[config.mk]
export PLATFORM = sky130hd
export DESIGN_NAME = lar_top
export DESIGN_NICKNAME = d
export VERILOG_FILES = /design/src/pkg/lar_pkg.sv /design/src/hdl/lar_cksum.sv /design/src/hdl/lar_top.sv
export SDC_FILE = /design/constraint.sdc
export NUM_CORES = 1
export LEC_CHECK = 0
export ABC_AREA = 1
export BUFFER_PORTS_ARGS = -buffer_cell sky130_fd_sc_hd__buf_2
export CAP_MARGIN = 15
export CORE_ASPECT_RATIO = 2
export CORE_MARGIN = 3
export CORE_UTILIZATION = 30
export CTS_BUF_LIST = sky130_fd_sc_hd__clkbuf_4 sky130_fd_sc_hd__clkbuf_8
export DETAILED_ROUTE_END_ITERATION = 16
export GPL_ROUTABILITY_DRIVEN = 1
export PLACE_DENSITY = 0.54
export SETUP_SLACK_MARGIN = 0.5
export SYNTH_ARGS = -nofsm -noshare
export SYNTH_HDL_FRONTEND = slang
export SYNTH_SLANG_ARGS = --single-unit
[constraint.sdc]
create_clock -name aclk -period 9.4 [get_ports aclk]
set_input_delay 0.94 -clock aclk [delete_from_list [all_inputs] [get_ports aclk]]
set_output_delay 0.94 -clock aclk [all_outputs]
set_load 0.05 [all_outputs]
[src/pkg/lar_pkg.sv]
// Constants and types of the live LED parameter readback handler.
// Assumes a LIN protocol layer that delivers header and data bytes and serialises answer bytes.
// How it works
// - Answer one sends address, colors 1-3, a11, a22, a33, fade on/slope/time.
// - Command code 0x02 selects answer one, code 0x03 selects answer two.
// - Answer two sends a12..a32, then cal, frequency, one, thermal, group bits.
// - Frames end with classic checksum; answer byte one is address with top ones.
package lar_pkg;
  // Frame identifiers and fixed request bytes
  localparam logic [7:0] REQ_PID = 8'h3C;
  localparam logic [7:0] RSP_PID = 8'h7D;
  localparam logic [7:0] APP_CMD = 8'h80;
  localparam logic [7:0] FILL_BYTE = 8'hFF;
  localparam logic [6:0] CMD_RSP1 = 7'h02;
  localparam logic [6:0] CMD_RSP2 = 7'h03;
  localparam logic [1:0] ADDR_TOP = 2'b11;
  // Byte positions inside the eight data bytes; position eight is the checksum
  localparam logic [3:0] IDX_FIRST = 4'h0;
  localparam logic [3:0] IDX_CMD = 4'h1;
  localparam logic [3:0] IDX_ADDR = 4'h2;
  localparam logic [3:0] IDX_LAST = 4'h7;
  localparam logic [3:0] IDX_CK = 4'h8;
  // Register byte offsets
  localparam logic [7:0] OFS_CTRL = 8'h00;
  localparam logic [7:0] OFS_COLOR = 8'h04;
  localparam logic [7:0] OFS_DIAG = 8'h08;
  localparam logic [7:0] OFS_FADE = 8'h0C;
  localparam logic [7:0] OFS_OFFD0 = 8'h10;
  localparam logic [7:0] OFS_OFFD1 = 8'h14;
  localparam logic [7:0] OFS_STAT = 8'h18;
  // Implemented bits per register
  localparam logic [31:0] MASK_CTRL = 32'h0007_0F3F;
  localparam logic [31:0] MASK_COLOR = 32'h00FF_FFFF;
  localparam logic [31:0] MASK_DIAG = 32'h00FF_FFFF;
  localparam logic [31:0] MASK_FADE = 32'h0000_00FF;
  localparam logic [31:0] MASK_OFFD0 = 32'hFFFF_FFFF;
  localparam logic [31:0] MASK_OFFD1 = 32'h0000_FFFF;
  // Values after reset
  localparam logic [31:0] RST_CTRL = 32'h0000_0000;
  localparam logic [31:0] RST_COLOR = 32'h0000_0000;
  localparam logic [31:0] RST_DIAG = 32'h0000_0000;
  localparam logic [31:0] RST_FADE = 32'h0000_0000;
  localparam logic [31:0] RST_OFFD0 = 32'h0000_0000;
  localparam logic [31:0] RST_OFFD1 = 32'h0000_0000;
  // Field positions
  localparam int CTRL_GRP_LSB = 8;
  localparam int CTRL_CAL_BIT = 16;
  localparam int CTRL_FREQ_BIT = 17;
  localparam int CTRL_THERM_BIT = 18;
  localparam int STAT_PEND_BIT = 0;
  localparam int STAT_SEL_BIT = 1;
  localparam int STAT_CNT_LSB = 8;
  // Bus answers
  localparam logic [1:0] RESP_OKAY = 2'b00;
  localparam logic [1:0] RESP_SLVERR = 2'b10;

  typedef enum logic [1:0] {ST_IDLE, ST_PID, ST_RX, ST_TX} lar_state_t;

  // One received byte with its strobe
  typedef struct packed {
    logic valid;
    logic [7:0] data;
  } lar_byte_t;

  typedef struct packed {
    logic [7:0] acc;
  } lar_ck_t;

  typedef struct packed {
    lar_state_t state;
    logic [3:0] idx;
    logic ok;
    logic sel;
    logic pend;
    logic [7:0] txd;
    logic [7:0] served;
    logic [31:0] ctrl;
    logic [31:0] color;
    logic [31:0] diag;
    logic [31:0] fade;
    logic [31:0] offd0;
    logic [31:0] offd1;
    logic aw_have;
    logic [7:0] aw_addr;
    logic w_have;
    logic [31:0] wdata;
    logic [3:0] wstrb;
    logic bvalid;
    logic [1:0] bresp;
    logic rvalid;
    logic [31:0] rdata;
    logic [1:0] rresp;
  } lar_st_t;
endpackage

[src/hdl/lar_cksum.sv]
// Classic LIN checksum accumulator: end-around carry sum, inverted on output.
// Assumes clr and add are never high together; sum_o is combinational.
module lar_cksum (
  input wire logic aclk,
  input wire logic aresetn,
  input wire logic ce,
  input wire logic clr,
  input wire logic add,
  input wire logic [7:0] byte_i,
  output logic [7:0] sum_o
);
  lar_pkg::lar_ck_t q, d;
  logic [8:0] raw;
  logic [7:0] wrap;

  // Next sum and inverted checksum, including the byte being added
  always_comb begin
    raw = {1'b0, q.acc} + {1'b0, byte_i};
    wrap = raw[7:0] + {7'h00, raw[8]}; // Carry folds back
    d = q;
    if (clr) begin
      d.acc = 8'h00;
    end else if (add) begin
      d.acc = wrap;
    end
    sum_o = ~(add ? wrap : q.acc);
  end

  // State register
  always_ff @(posedge aclk) begin
    if (!aresetn) begin
      q <= '0;
    end else if (ce) begin
      q <= d;
    end
  end
endmodule // lar_cksum

[src/hdl/lar_top.sv]
// Live LED parameter readback over LIN diagnostic frames, with AXI4-Lite settings registers.
// Assumes a LIN layer that pulses frame_start after break and sync, then passes each byte, PID first.
module lar_top (
  input wire logic aclk,
  input wire logic aresetn,
  input wire logic ce,
  input wire logic frame_start,
  input wire lar_pkg::lar_byte_t rx,
  output logic tx_valid,
  output logic [7:0] tx_data,
  input wire logic tx_ready,
  input wire logic [7:0] s_axi_awaddr,
  input wire logic s_axi_awvalid,
  output logic s_axi_awready,
  input wire logic [31:0] s_axi_wdata,
  input wire logic [3:0] s_axi_wstrb,
  input wire logic s_axi_wvalid,
  output logic s_axi_wready,
  output logic [1:0] s_axi_bresp,
  output logic s_axi_bvalid,
  input wire logic s_axi_bready,
  input wire logic [7:0] s_axi_araddr,
  input wire logic s_axi_arvalid,
  output logic s_axi_arready,
  output logic [31:0] s_axi_rdata,
  output logic [1:0] s_axi_rresp,
  output logic s_axi_rvalid,
  input wire logic s_axi_rready
);
  lar_pkg::lar_st_t q, d;
  logic ck_clr, ck_add, tx_take, rx_take;
  logic [7:0] ck_byte, ck_sum;

  // Byte merge under write strobes
  function automatic logic [31:0] merge(input logic [31:0] old, input logic [31:0] nw, input logic [3:0] strb,
                                        input logic [31:0] mask);
    logic [31:0] r;
    r = old;
    for (int i = 0; i < 4; i++) begin
      if (strb[i]) begin
        r[8*i +: 8] = nw[8*i +: 8];
      end
    end
    return r & mask;
  endfunction

  // Answer data byte at a position for the selected answer
  function automatic logic [7:0] rsp_byte(input lar_pkg::lar_st_t s, input logic [3:0] i);
    logic [7:0] b;
    b = lar_pkg::FILL_BYTE;
    if (i == lar_pkg::IDX_FIRST) begin
      b = {lar_pkg::ADDR_TOP, s.ctrl[5:0]}; // Address echo
    end else if (!s.sel) begin
      case (i) // Colors, diagonal terms, fade
        4'h1: b = s.color[7:0];
        4'h2: b = s.color[15:8];
        4'h3: b = s.color[23:16];
        4'h4: b = s.diag[7:0];
        4'h5: b = s.diag[15:8];
        4'h6: b = s.diag[23:16];
        4'h7: b = s.fade[7:0];
        default: b = lar_pkg::FILL_BYTE;
      endcase
    end else begin
      case (i) // Off-diagonal terms and flags
        4'h1: b = s.offd0[7:0];
        4'h2: b = s.offd0[15:8];
        4'h3: b = s.offd0[23:16];
        4'h4: b = s.offd0[31:24];
        4'h5: b = s.offd1[7:0];
        4'h6: b = s.offd1[15:8];
        4'h7: b = {s.ctrl[lar_pkg::CTRL_CAL_BIT], s.ctrl[lar_pkg::CTRL_FREQ_BIT], 1'b1,
                   s.ctrl[lar_pkg::CTRL_THERM_BIT], s.ctrl[lar_pkg::CTRL_GRP_LSB +: 4]};
        default: b = lar_pkg::FILL_BYTE;
      endcase
    end
    return b;
  endfunction

  lar_cksum u_cksum (
    .aclk(aclk),
    .aresetn(aresetn),
    .ce(ce),
    .clr(ck_clr),
    .add(ck_add),
    .byte_i(ck_byte),
    .sum_o(ck_sum)
  );

  // Handshakes and checksum feed
  always_comb begin
    tx_valid = (q.state == lar_pkg::ST_TX);
    tx_data = q.txd;
    tx_take = tx_valid && tx_ready && ce;
    rx_take = rx.valid && ce;
    ck_clr = frame_start;
    ck_add = !frame_start && ((tx_take && q.idx != lar_pkg::IDX_CK) ||
             (q.state == lar_pkg::ST_RX && rx.valid && q.idx != lar_pkg::IDX_CK));
    ck_byte = tx_valid ? q.txd : rx.data;
    // Bus handshakes close only while running, so a frozen block never loses an item
    s_axi_awready = !q.aw_have && !q.bvalid && ce;
    s_axi_wready = !q.w_have && !q.bvalid && ce;
    s_axi_bvalid = q.bvalid && ce;
    s_axi_bresp = q.bresp;
    s_axi_arready = !q.rvalid && ce;
    s_axi_rvalid = q.rvalid && ce;
    s_axi_rdata = q.rdata;
    s_axi_rresp = q.rresp;
  end

  // Frame handler and register file
  always_comb begin
    d = q;
    // LIN side
    if (frame_start) begin
      d.state = lar_pkg::ST_PID;
    end else begin
      case (q.state)
        lar_pkg::ST_PID: begin
          if (rx.valid) begin
            d.idx = lar_pkg::IDX_FIRST;
            d.pend = 1'b0; // One slot only per accepted request
            d.ok = 1'b1;
            if (rx.data == lar_pkg::REQ_PID) begin
              d.state = lar_pkg::ST_RX;
            end else if (rx.data == lar_pkg::RSP_PID && q.pend) begin
              d.state = lar_pkg::ST_TX; // Silent unless a matching request came
              d.txd = rsp_byte(q, lar_pkg::IDX_FIRST);
            end else begin
              d.state = lar_pkg::ST_IDLE;
            end
          end
        end
        lar_pkg::ST_RX: begin
          if (rx.valid) begin
            d.idx = q.idx + 4'h1;
            case (q.idx) // Request layout
              lar_pkg::IDX_FIRST: d.ok = q.ok && (rx.data == lar_pkg::APP_CMD);
              lar_pkg::IDX_CMD: begin
                d.ok = q.ok && rx.data[7] && (rx.data[6:0] == lar_pkg::CMD_RSP1 || rx.data[6:0] == lar_pkg::CMD_RSP2);
                d.sel = (rx.data[6:0] == lar_pkg::CMD_RSP2); // Code picks the answer
              end
              lar_pkg::IDX_ADDR: d.ok = q.ok && (rx.data == {lar_pkg::ADDR_TOP, q.ctrl[5:0]});
              lar_pkg::IDX_CK: begin
                d.pend = q.ok && (rx.data == ck_sum); // Checksum over data only
                d.state = lar_pkg::ST_IDLE;
              end
              default: d.ok = q.ok && (rx.data == lar_pkg::FILL_BYTE);
            endcase
          end
        end
        lar_pkg::ST_TX: begin
          if (tx_take) begin
            d.idx = q.idx + 4'h1;
            if (q.idx == lar_pkg::IDX_CK) begin
              d.state = lar_pkg::ST_IDLE;
              d.served = q.served + 8'h01;
            end else if (q.idx == lar_pkg::IDX_LAST) begin
              d.txd = ck_sum; // Checksum follows the eighth data byte
            end else begin
              d.txd = rsp_byte(q, q.idx + 4'h1);
            end
          end
        end
        default: d.state = lar_pkg::ST_IDLE;
      endcase
    end
    // Bus write: address and data in either order, answer after both
    if (s_axi_awvalid && s_axi_awready) begin
      d.aw_have = 1'b1;
      d.aw_addr = s_axi_awaddr;
    end
    if (s_axi_wvalid && s_axi_wready) begin
      d.w_have = 1'b1;
      d.wdata = s_axi_wdata;
      d.wstrb = s_axi_wstrb;
    end
    if (q.aw_have && q.w_have) begin
      d.aw_have = 1'b0;
      d.w_have = 1'b0;
      d.bvalid = 1'b1;
      d.bresp = lar_pkg::RESP_OKAY;
      case (q.aw_addr)
        lar_pkg::OFS_CTRL: d.ctrl = merge(q.ctrl, q.wdata, q.wstrb, lar_pkg::MASK_CTRL);
        lar_pkg::OFS_COLOR: d.color = merge(q.color, q.wdata, q.wstrb, lar_pkg::MASK_COLOR);
        lar_pkg::OFS_DIAG: d.diag = merge(q.diag, q.wdata, q.wstrb, lar_pkg::MASK_DIAG);
        lar_pkg::OFS_FADE: d.fade = merge(q.fade, q.wdata, q.wstrb, lar_pkg::MASK_FADE);
        lar_pkg::OFS_OFFD0: d.offd0 = merge(q.offd0, q.wdata, q.wstrb, lar_pkg::MASK_OFFD0);
        lar_pkg::OFS_OFFD1: d.offd1 = merge(q.offd1, q.wdata, q.wstrb, lar_pkg::MASK_OFFD1);
        lar_pkg::OFS_STAT: d.bresp = lar_pkg::RESP_OKAY;
        default: d.bresp = lar_pkg::RESP_SLVERR;
      endcase
    end
    if (q.bvalid && s_axi_bready) begin
      d.bvalid = 1'b0;
    end
    // Bus read
    if (q.rvalid && s_axi_rready) begin
      d.rvalid = 1'b0;
    end
    if (s_axi_arvalid && s_axi_arready) begin
      d.rvalid = 1'b1;
      d.rresp = lar_pkg::RESP_OKAY;
      d.rdata = 32'h0000_0000;
      case (s_axi_araddr)
        lar_pkg::OFS_CTRL: d.rdata = q.ctrl;
        lar_pkg::OFS_COLOR: d.rdata = q.color;
        lar_pkg::OFS_DIAG: d.rdata = q.diag;
        lar_pkg::OFS_FADE: d.rdata = q.fade;
        lar_pkg::OFS_OFFD0: d.rdata = q.offd0;
        lar_pkg::OFS_OFFD1: d.rdata = q.offd1;
        lar_pkg::OFS_STAT: begin
          d.rdata[lar_pkg::STAT_PEND_BIT] = q.pend;
          d.rdata[lar_pkg::STAT_SEL_BIT] = q.sel;
          d.rdata[lar_pkg::STAT_CNT_LSB +: 8] = q.served;
        end
        default: d.rresp = lar_pkg::RESP_SLVERR;
      endcase
    end
  end

  // State register; clock enable freezes everything
  always_ff @(posedge aclk) begin
    if (!aresetn) begin
      q <= '0;
      q.state <= lar_pkg::ST_IDLE;
      q.ctrl <= lar_pkg::RST_CTRL;
      q.color <= lar_pkg::RST_COLOR;
      q.diag <= lar_pkg::RST_DIAG;
      q.fade <= lar_pkg::RST_FADE;
      q.offd0 <= lar_pkg::RST_OFFD0;
      q.offd1 <= lar_pkg::RST_OFFD1;
    end else if (ce) begin
      q <= d;
    end
  end

  property p_addr_echo;
    @(posedge aclk) disable iff (!aresetn)
      (tx_valid && q.idx == 4'h0) |-> (tx_data[7:6] == 2'b11 && tx_data[5:0] == q.ctrl[5:0]);
  endproperty
  a_addr_echo: assert property (p_addr_echo) else $error("address echo wrong");

  property p_color1;
    @(posedge aclk) disable iff (!aresetn)
      (tx_take && q.idx == 4'h0 && !q.sel && !frame_start) |=> (tx_data == $past(q.color[7:0]));
  endproperty
  a_color1: assert property (p_color1) else $error("answer one byte two not color one");

  property p_flags;
    @(posedge aclk) disable iff (!aresetn)
      (tx_valid && q.idx == 4'h7 && q.sel) |-> (tx_data[5] && tx_data[3:0] == q.ctrl[11:8]);
  endproperty
  a_flags: assert property (p_flags) else $error("answer two flag byte wrong");

  property p_cksum_out;
    @(posedge aclk) disable iff (!aresetn)
      (tx_take && q.idx == 4'h7 && !frame_start) |=> (tx_valid && tx_data == ck_sum);
  endproperty
  a_cksum_out: assert property (p_cksum_out) else $error("checksum byte wrong");

  property p_sel_code;
    @(posedge aclk) disable iff (!aresetn)
      (q.state == lar_pkg::ST_RX && q.idx == 4'h1 && rx_take && !frame_start && rx.data == 8'h83)
        |=> q.sel;
  endproperty
  a_sel_code: assert property (p_sel_code) else $error("code 0x03 did not pick answer two");

  property p_silent;
    @(posedge aclk) disable iff (!aresetn)
      (q.state == lar_pkg::ST_PID && rx_take && !q.pend) |=> !tx_valid [*2];
  endproperty
  a_silent: assert property (p_silent) else $error("answer without accepted request");
endmodule // lar_top

==> run summary, run 1 <==
The data required time at the worst endpoint is 9.88 ns. The post-DP HPWL came out at 36240 um. Cell internal power was estimated by the tool at 1539 uW. Across the run, the number of max-cap violations was 0. The worst reg-to-reg setup slack is 5.12 ns. The routed length on met2 came out at 24200 um.

Dividing the final minimum period by the clock period gives 0.4548. The switching power of the nets is 559.6 uW. The worst setup path is of the reg -> reg kind. In this run the worst setup path begins at q[299]$_SDFFE_PN0P_. The count of TritonRoute iterations in the first routing pass came out at 4. In this design, the critical path's most frequently occurring cell is sky130_fd_sc_hd__nand3_1. The number of hold violations in the final report came out at 0. The final-layout fill cell count is 4245. The post-route total power is 2099 uW. The total of buffers placed on input and output ports is 118. The clock-pin slew on the worst setup and hold paths is 0.07 ns. In this run the power density over the cells is 157.8 nW/um^2. The area of the die is 42100 um^2. The post-cts hold buffer count is 0. The data arrival time of the worst path is 4.75 ns. The DRC marker count from the first detailed-route iteration came out at 687. The clock sink count is 232.

The wire length reported by the detailed router is 46910 um. In this run the core area contains 102 standard-cell rows. By area the synthesized netlist is led by sky130_fd_sc_hd__dfxtp_1 (39%), sky130_fd_sc_hd__nand2_1 (12%), sky130_fd_sc_hd__a21oi_1 (8.9%). The critical path contains buffers and inverters numbering 4 combined.

The pin slew with the least headroom to its limit is 1.110 ns. The routed via count divided by cell count is 5.092. The worst register-to-register path begins at q[299]$_SDFFE_PN0P_. The proportion of total power due to net switching is 0.2666.

Across the whole layout, storage elements account for 4644 um^2. In this run the standard cell core region covers 38920 um^2. Of the total power, registers draw 0.485. Post-CTS timing repair inserted 0 buffers for setup. The number of nets with antenna violations after detailed routing came out at 0. The post-synthesis sequential area ratio is 0.3916.

Of the total power, the clock network draws 0.425. The summed negative setup slack over all endpoints came out at 0 ns. STA classifies the critical path startpoint as a flop. The worst setup path is captured at a flop. The first-pass GRT wire length came out at 69460 um.

The final clock skew came out at 0.01844 ns. The cell taking the most area after synthesis is sky130_fd_sc_hd__dfxtp_1. The fmax is 233.9 MHz.

Measured against its own limit, the worst slew margin works out to 0.2571. The endpoint identified for the worst register-to-register timing path is q[292]$_SDFFE_PN0P_. The final-stage net count came out at 1860. The post-synthesis instance area is 11860 um^2. The quantity of gates resized following cts came out at 0.

The number of pins exceeding their max-slew limit in the final report came to 0. The gate count after technology mapping is 1716. The run finished with clean final reports.

The worst supply voltage drop on vdd is 0.1046 mV. The residual DRC count came out at 0. Of the cells placed in the final design, the portion with a size suffix greater than 1 is 0.1273. The worst min-delay path class is reg -> reg. Relative to the synthesized area, the layout overhead comes to 12.15%. The worst hold slack came out at 0.4524 ns. The path with the worst hold slack has its endpoint at q[80]$_SDFFE_PN0P_. The number of vias after detailed routing is 11770. The post-synthesis cell type count came out at 49. After detailed routing, the met3 layer carries 1946 um of wire. Setup repair after global routing left no endpoint under its margin.

The top fanout value on the critical path is 18. The startpoint identified for the worst hold timing path is q[80]$_SDFFE_PN0P_. The multi-input logic area came out at 5816 um^2. The number of antenna violations at the first check in global routing came to 1. The cell family contributing the most delay on the critical path is simple AND/OR/NAND/NOR gates. The die span in x is 146.6 um. The maximum level of the CTS H-tree is 2.

The total clock buffers created by CTS is 36. The standard cell with the maximum stage delay on the critical path is sky130_fd_sc_hd__dfxtp_1. After detailed routing, no signal wire sits above met4. Summed over all layers, the global routing overflow is 0. The starting density of the core is 0.3047. The maximum number of buffers from clock root to sink came out at 3. The share of total power dissipated in combinational logic is 0.090. The tree is rooted in a sky130_fd_sc_hd__clkbuf_8. The share of synthesized area in the top cell type comes to 0.3916. The number of global-route vias before repair came to 11710.

The mean cell area of the mapped netlist came out at 6.911 um^2. The analysis attributes to cell leakage a power of 0.005291 uW. TritonCTS built the clock tree. The hold-critical path depth is 2. On the worst path, the slowest cell contributes a delay of 0.45 ns. The die span in y is 287.2 um. The number of synthesized register bits came out at 232. Routability-driven placement finished with a final weighted congestion of 1.013. The detailed-route wire length on metal 1 is 15870 um. After detailed routing, the average wire length per cell comes to 20.29 um. The count of synthesis-stage warnings from yosys is 0. In the global route stage, overall resource usage came out at 0.2164. The number of top-level pins is 121.

The routed design could run at a clock period as short as 4.276 ns. For the worst-skew pair, the clock arrives at the later sink with an insertion delay of 0.55 ns. The final-report setup violation count is 0.

The pin count of the biggest net entering global routing is 108. Counting cells, the worst reg-to-reg path comes to 25.
-- cell families after synthesis --
| family | after synthesis | share of synthesized area |
|---|---|---|
| AO/OA/AOI/OAI | 520 | 0.2451 |
| XOR/XNOR | 7 | 0.005803 |
| adder cells (fa/ha/maj) | 20 | 0.02173 |
| buffers and inverters | 320 | 0.1185 |
| flip-flops | 232 | 0.3916 |
| other | 1 | 0.0003162 |
| AND/OR/NAND/NOR | 616 | 0.2169 |
-- registers in the layout, summed over array words and instances (netlist names) --
register,cells
s_axi_bresp,1
q,182
s_axi_rresp,1
tx_data,8
s_axi_rdata,32
u_cksum.q,8
-- through the flow --
step / area, um^2 / std cells / utilization / worst slack, ns
3_5_place_dp: 12560 / 2251 / 0.3227 / 5.120
3_3_place_gp: 12560 / 2251 / 0.3227 / 5.160
2_1_floorplan: 11860 / 1717 / - / 5.604
6_report: 13300 / 2312 / 0.3417 / 5.124
4_1_cts: 13300 / 2311 / 0.3416 / 5.116
5_1_grt: 13300 / 2312 / 0.3417 / 4.772
-- worst max-delay path by stage --
stage / end / slack [ns] / cells past startpoint
floorplan: tx_data[6]$_SDFFE_PN0P_ / 5.60 / 26
global placement: q[292]$_SDFFE_PN0P_ / 5.16 / 24
detailed placement: q[292]$_SDFFE_PN0P_ / 5.12 / 24
CTS: q[292]$_SDFFE_PN0P_ / 5.12 / 25
global route: q[292]$_SDFFE_PN0P_ / 4.77 / 25
finish: q[292]$_SDFFE_PN0P_ / 5.12 / 25
-- synth_stat cells, drive strengths merged --
cell / number
nand2: 373
dfxtp: 232
a21oi: 214
o21ai: 201
inv: 199
nor2: 130
buf: 66
nand3: 57
clkbuf: 50
a211oi: 47
nor3: 28
ha: 19
nand4: 15
a221oi: 12
o22ai: 12
xor2: 7
or2: 6
a41oi: 5
clkinv: 5
o221ai: 5
a31oi: 4
o2bb2ai: 4
nand3b: 3
nor4: 3
o2111ai: 3
o211ai: 3
o31ai: 3
a22o: 2
o311ai: 2
a211o: 1
a311oi: 1
and3: 1
conb: 1
fa: 1
o21bai: 1
-- power groups by stage --
stage | Combinational (uW) | Sequential [uW] | Clock, uW
2_1_floorplan | 131 | 1030 | 0
3_3_place_gp | 189 | 1040 | 0
3_5_place_dp | 189 | 1040 | 0
4_1_cts | 190 | 1020 | 915
5_1_grt | 207 | 1020 | 957
6_report | 189 | 1020 | 892
-- tightest hold or removal path: stages (launching register included) --
cell and delay (ns):
sky130_fd_sc_hd__dfxtp_1 0.30, sky130_fd_sc_hd__inv_1 0.06, sky130_fd_sc_hd__a21oi_1 0.05
-- layout make-up --
class,count,area share
Sequential cell,232,0.3492
Antenna cell,1,0.0001881
Tap cell,520,0.04892
Clock buffer,54,0.05071
Multi-Input combinational cell,1165,0.4373
Inverter,204,0.05757
Clock inverter,6,0.004798
Timing Repair Buffer,130,0.05136
-- cell usage in the layout, fill, tap and decap left out, types with 43 or more instances in the layout --
cell type	count
sky130_fd_sc_hd__clkbuf_8	43
sky130_fd_sc_hd__nand3_1	57
sky130_fd_sc_hd__nor2_1	123
sky130_fd_sc_hd__buf_2	117
sky130_fd_sc_hd__inv_1	191
sky130_fd_sc_hd__a21oi_1	212
sky130_fd_sc_hd__nand2_1	368
sky130_fd_sc_hd__a211oi_1	47
sky130_fd_sc_hd__o21ai_0	195
sky130_fd_sc_hd__dfxtp_1	232
-- per-layer routing --
layer  GRT usage  vias up
met5           0        -
met4      0.1903        0
met3     0.02698      182
met2      0.4005      388
met1      0.2066     5417
li1            -     5785
(Power assumes the default switching activity.)
==> run 2, diff against run 1 <==
- ABC_AREA: 1 -> 0
- clock period: 9.4 -> 4.3 ns (I/O delays scaled with it)
==> run summary, run 2 <==
The row count is 102 (unchanged). The number of top-level pins is 121 (unchanged). The combined global-route utilization of all metal layers is 0.2031 (-0.01332). The data required time at the worst endpoint is 4.75 ns (-5.13 ns). The maximum number of buffers from clock root to sink is 3 (unchanged). The area of the die came out at 42070 um^2 (about the same). The DRC marker count from the first detailed-route iteration came out at 757 (+10%). The overflow left after global routing is 0 (unchanged). The pin slew with the least headroom to its limit came to 1.175 ns (+0.06510 ns).

The worst supply voltage drop on vdd is 0.2204 mV (+110%). The top fanout value on the critical path is 3 (-15). The number of hold violations in the final report is 0 (unchanged).

The number of cells on the critical path came out at 19 (-24%). The worst setup path is captured at a flop. The static leakage is 0.005461 uW (+3.2%). The number of global-route vias before repair is 10720 (-8.4%).

The fraction of layout cells with a size suffix above 1 is 0.1904 (+0.06314). The final period utilization is 0.8667 (+0.4119). The number of placed instances, taps included came to 1940 (-14%). The post-synthesis sequential area ratio is 0.3919 (about the same). The commonest non-fill, non-tap cell in the layout is sky130_fd_sc_hd__dfxtp_1. The count of TritonRoute iterations in the first routing pass was 6 (+2). The post-synthesis instance area came to 11850 um^2 (about the same). The post-DP HPWL came out at 33690 um (-7.0%).

The hold-critical path depth is 2 (unchanged). The core footprint is 38920 um^2 (unchanged). The count of flip-flops with a built-in enable after synthesis came out at 0 (unchanged). The final core area utilization came out at 0.3506 (+0.008936). The delay of the slowest cell on the worst path is 0.48 ns (+0.03 ns). The die span in x is 146.5 um (about the same). The number of flip-flops under the largest register name came out at 182 (unchanged). The pin count of the biggest net entering global routing is 81 (-25%).

The final cell count without fillers came out at 2007 (-13%). The count of max-cap constraint violations came out at 0 (unchanged). The starting density of the core is 0.3044 (about the same). The final clock skew came out at 0.03924 ns (+0.02080 ns). The number of synthesized register bits is 232 (unchanged). sky130_fd_sc_hd__dfxtp_1 takes more of the synthesized area than any other cell. The residual DRC count came to 0 (unchanged).

The number of nets with antenna violations after detailed routing was 0 (unchanged). The fmax is 268.3 MHz (+15%). The multi-input logic area came out at 6643 um^2 (+14%). Setup repair after global routing could not meet its margin everywhere. The most common cell in the synthesized netlist is sky130_fd_sc_hd__dfxtp_1. The total clock buffers created by CTS is 35 (-2.8%). The final critical delay including setup and external delays came out at 3.727 ns (-0.5486 ns). The average routed wire per standard cell is 21.98 um (+8.3%).

The number of antenna violations at the first check in global routing came to 1 (unchanged). The signal on the critical path passes through nand2_4 -> mux2_4 -> ha_4 -> inv_2 -> fa_2 -> nand2b_4 -> a211oi_4 -> o21ai_2 -> nand2b_1 -> a21o_1 -> ha_4 -> nor3b_4 -> buf_6 -> inv_2 -> or4_4 -> a31oi_4 -> xor2_1 -> a41o_1 -> and3_1. The count of buffer and inverter cells on the critical path was 3 (-1). The run finished with clean final reports. The startpoint kind of the worst setup timing path is a flop.

The clock insertion delay at the later pin of the skew report came out at 0.56 ns (about the same). The top cell family by delay on the critical path is simple AND/OR/NAND/NOR gates. The summed negative setup slack over all endpoints was 0 ns (unchanged). The worst min-delay path class is in -> reg. The share of the synthesized area in the top cell type is 0.3919 (about the same).

The post-route total power is 4469 uW (+110%). On the critical path, the stage with the largest delay is an instance of sky130_fd_sc_hd__or4_4. The area growth from synthesis to layout is 15.17%. The depth of the most critical reg-to-reg path came out at 19 (-24%). The number of pins exceeding their max-slew limit in the final report came to 0 (unchanged). The clock sink count is 232 (unchanged). The first-pass GRT wire length came out at 65670 um (-5.5%). The fraction of registers with async set or reset after synthesis is 0 (unchanged). Yosys attributes the largest share of cell area to sky130_fd_sc_hd__dfxtp_1 (39%), sky130_fd_sc_hd__mux2i_1 (10%), sky130_fd_sc_hd__nor2_1 (6.2%).

The total of buffers placed on input and output ports came out at 118 (unchanged). The final-report setup violation count came to 0 (unchanged). The worst setup path is of the reg -> reg kind.

The worst slew margin relative to its limit came out at 0.2131 (-0.04398). TritonCTS built the clock tree. In the synthesized netlist the dominant register cell turns out to be sky130_fd_sc_hd__dfxtp_1. The cell area power density came out at 327.4 nW/um^2 (+110%). The top register by number of flip-flops is q.

The commonest cells after synthesis are sky130_fd_sc_hd__dfxtp_1 (232), sky130_fd_sc_hd__nor2_1 (195), sky130_fd_sc_hd__nand2_1 (166). The total area of sequential cells is 4647 um^2 (about the same). The routed via count divided by cell count was 5.378 (+5.6%). The post-synthesis cell type count came out at 76 (+55%). The count of synthesis-stage warnings from yosys is 0 (unchanged). The wire length reported by the detailed router came out at 44110 um (-6.0%). In the layout the commonest cells are sky130_fd_sc_hd__dfxtp_1 (230), sky130_fd_sc_hd__nor2_1 (195), sky130_fd_sc_hd__nand2_1 (164), sky130_fd_sc_hd__mux2i_1 (122), sky130_fd_sc_hd__buf_2 (118). The die span in y was 287.1 um (about the same). The final-layout fill cell count came out at 4050 (-4.6%). The gate count after technology mapping is 1399 (-18%).

The number of vias after detailed routing is 10790 (-8.3%). The final-stage net count came to 1553 (-17%). The maximum level of the CTS H-tree is 2 (unchanged). The routability congestion estimate from global placement was 0.9581 (-5.5%). The mean cell area of the mapped netlist came to 8.470 um^2 (+23%). The data arrival time of the worst path is 4.18 ns (-0.57 ns).

The clock-pin slew on the worst setup and hold paths was 0.08 ns (about the same). Clock tree synthesis selected as its root buffer the cell sky130_fd_sc_hd__clkbuf_8.
[run 2: cell types whose count changed after synthesis, sizes merged, moves of 22 or more]
cell / delta
nor2: +68
a211oi: -31
nand2: -207
mux2i: +122
clkbuf: +23
o21ai: -170
a22oi: +36
a21oi: -108
nor2b: +22
inv: -182
[run 2: layout make-up]
cell class                      instances  area share
Multi-Input combinational cell       1019      0.4867
Sequential cell                       232      0.3405
Timing Repair Buffer                  157     0.06619
Clock buffer                           56     0.05143
Tap cell                              520     0.04767
Inverter                               17    0.005042
Clock inverter                          5    0.002292
Antenna cell                            1   0.0001834
[run 2: worst paths after layout]
kind	start	slack (ns)	end
worst max-delay path	q[300]$_SDFFE_PN0P_	0.57	q[292]$_SDFFE_PN0P_
worst min register to register	q[76]$_SDFFE_PN0P_	0.45	q[76]$_SDFFE_PN0P_
worst max register to register	q[300]$_SDFFE_PN0P_	0.57	q[292]$_SDFFE_PN0P_
worst min-delay path	s_axi_bready	0.06	q[37]$_SDFFE_PN0P_
[run 2: what timing repair did]
action | CTS | global route
buffers inserted | 2 | 3
gates cloned | 0 | 0
resized for setup | 9 | 13
setup endpoints to repair | 2 | 5
hold buffers | 0 | 0
pin swaps | 6 | 14
[run 2: cell families after synthesis]
logic type | count (synthesis) | synth area share
buffers and inverters | 149 | 0.06356
XOR/XNOR | 19 | 0.01520
multiplexers | 145 | 0.1325
flip-flops | 232 | 0.3919
other | 1 | 0.0003165
AND/OR/NAND/NOR | 541 | 0.2067
AO/OA/AOI/OAI | 292 | 0.1680
adder cells (fa/ha/maj) | 20 | 0.02175
[run 2: metrics by stage]
| stage | hold WS (ns) | cell area [um^2] | setup slack, ns |
|---|---|---|---|
| after floorplan | 0.4308 | 11920 | 0.5155 |
| after global placement | 0.4404 | 12760 | 0.4852 |
| after detailed placement | 0.4449 | 12760 | 0.3582 |
| after CTS | 0.03863 | 13550 | 0.5033 |
| after global routing | 0.06547 | 13650 | 0.4352 |
| final | 0.06232 | 13650 | 0.5731 |
[run 2: layer usage]
metal / up-vias / GRT usage / routed length, um
met5: - / 0 / 0
met1: 5128 / 0.1915 / 14540
li1: 5082 / - / -
met4: 0 / 0.1736 / 4437
met3: 168 / 0.02430 / 1918
met2: 415 / 0.3828 / 23220
[run 2: report_power, final]
part           internal [uW]  switching, uW  total (uW)
logic                    100            218         318
registers               2180           37.9        2220
clock network           1040            897        1930
total                   3320           1150        4470
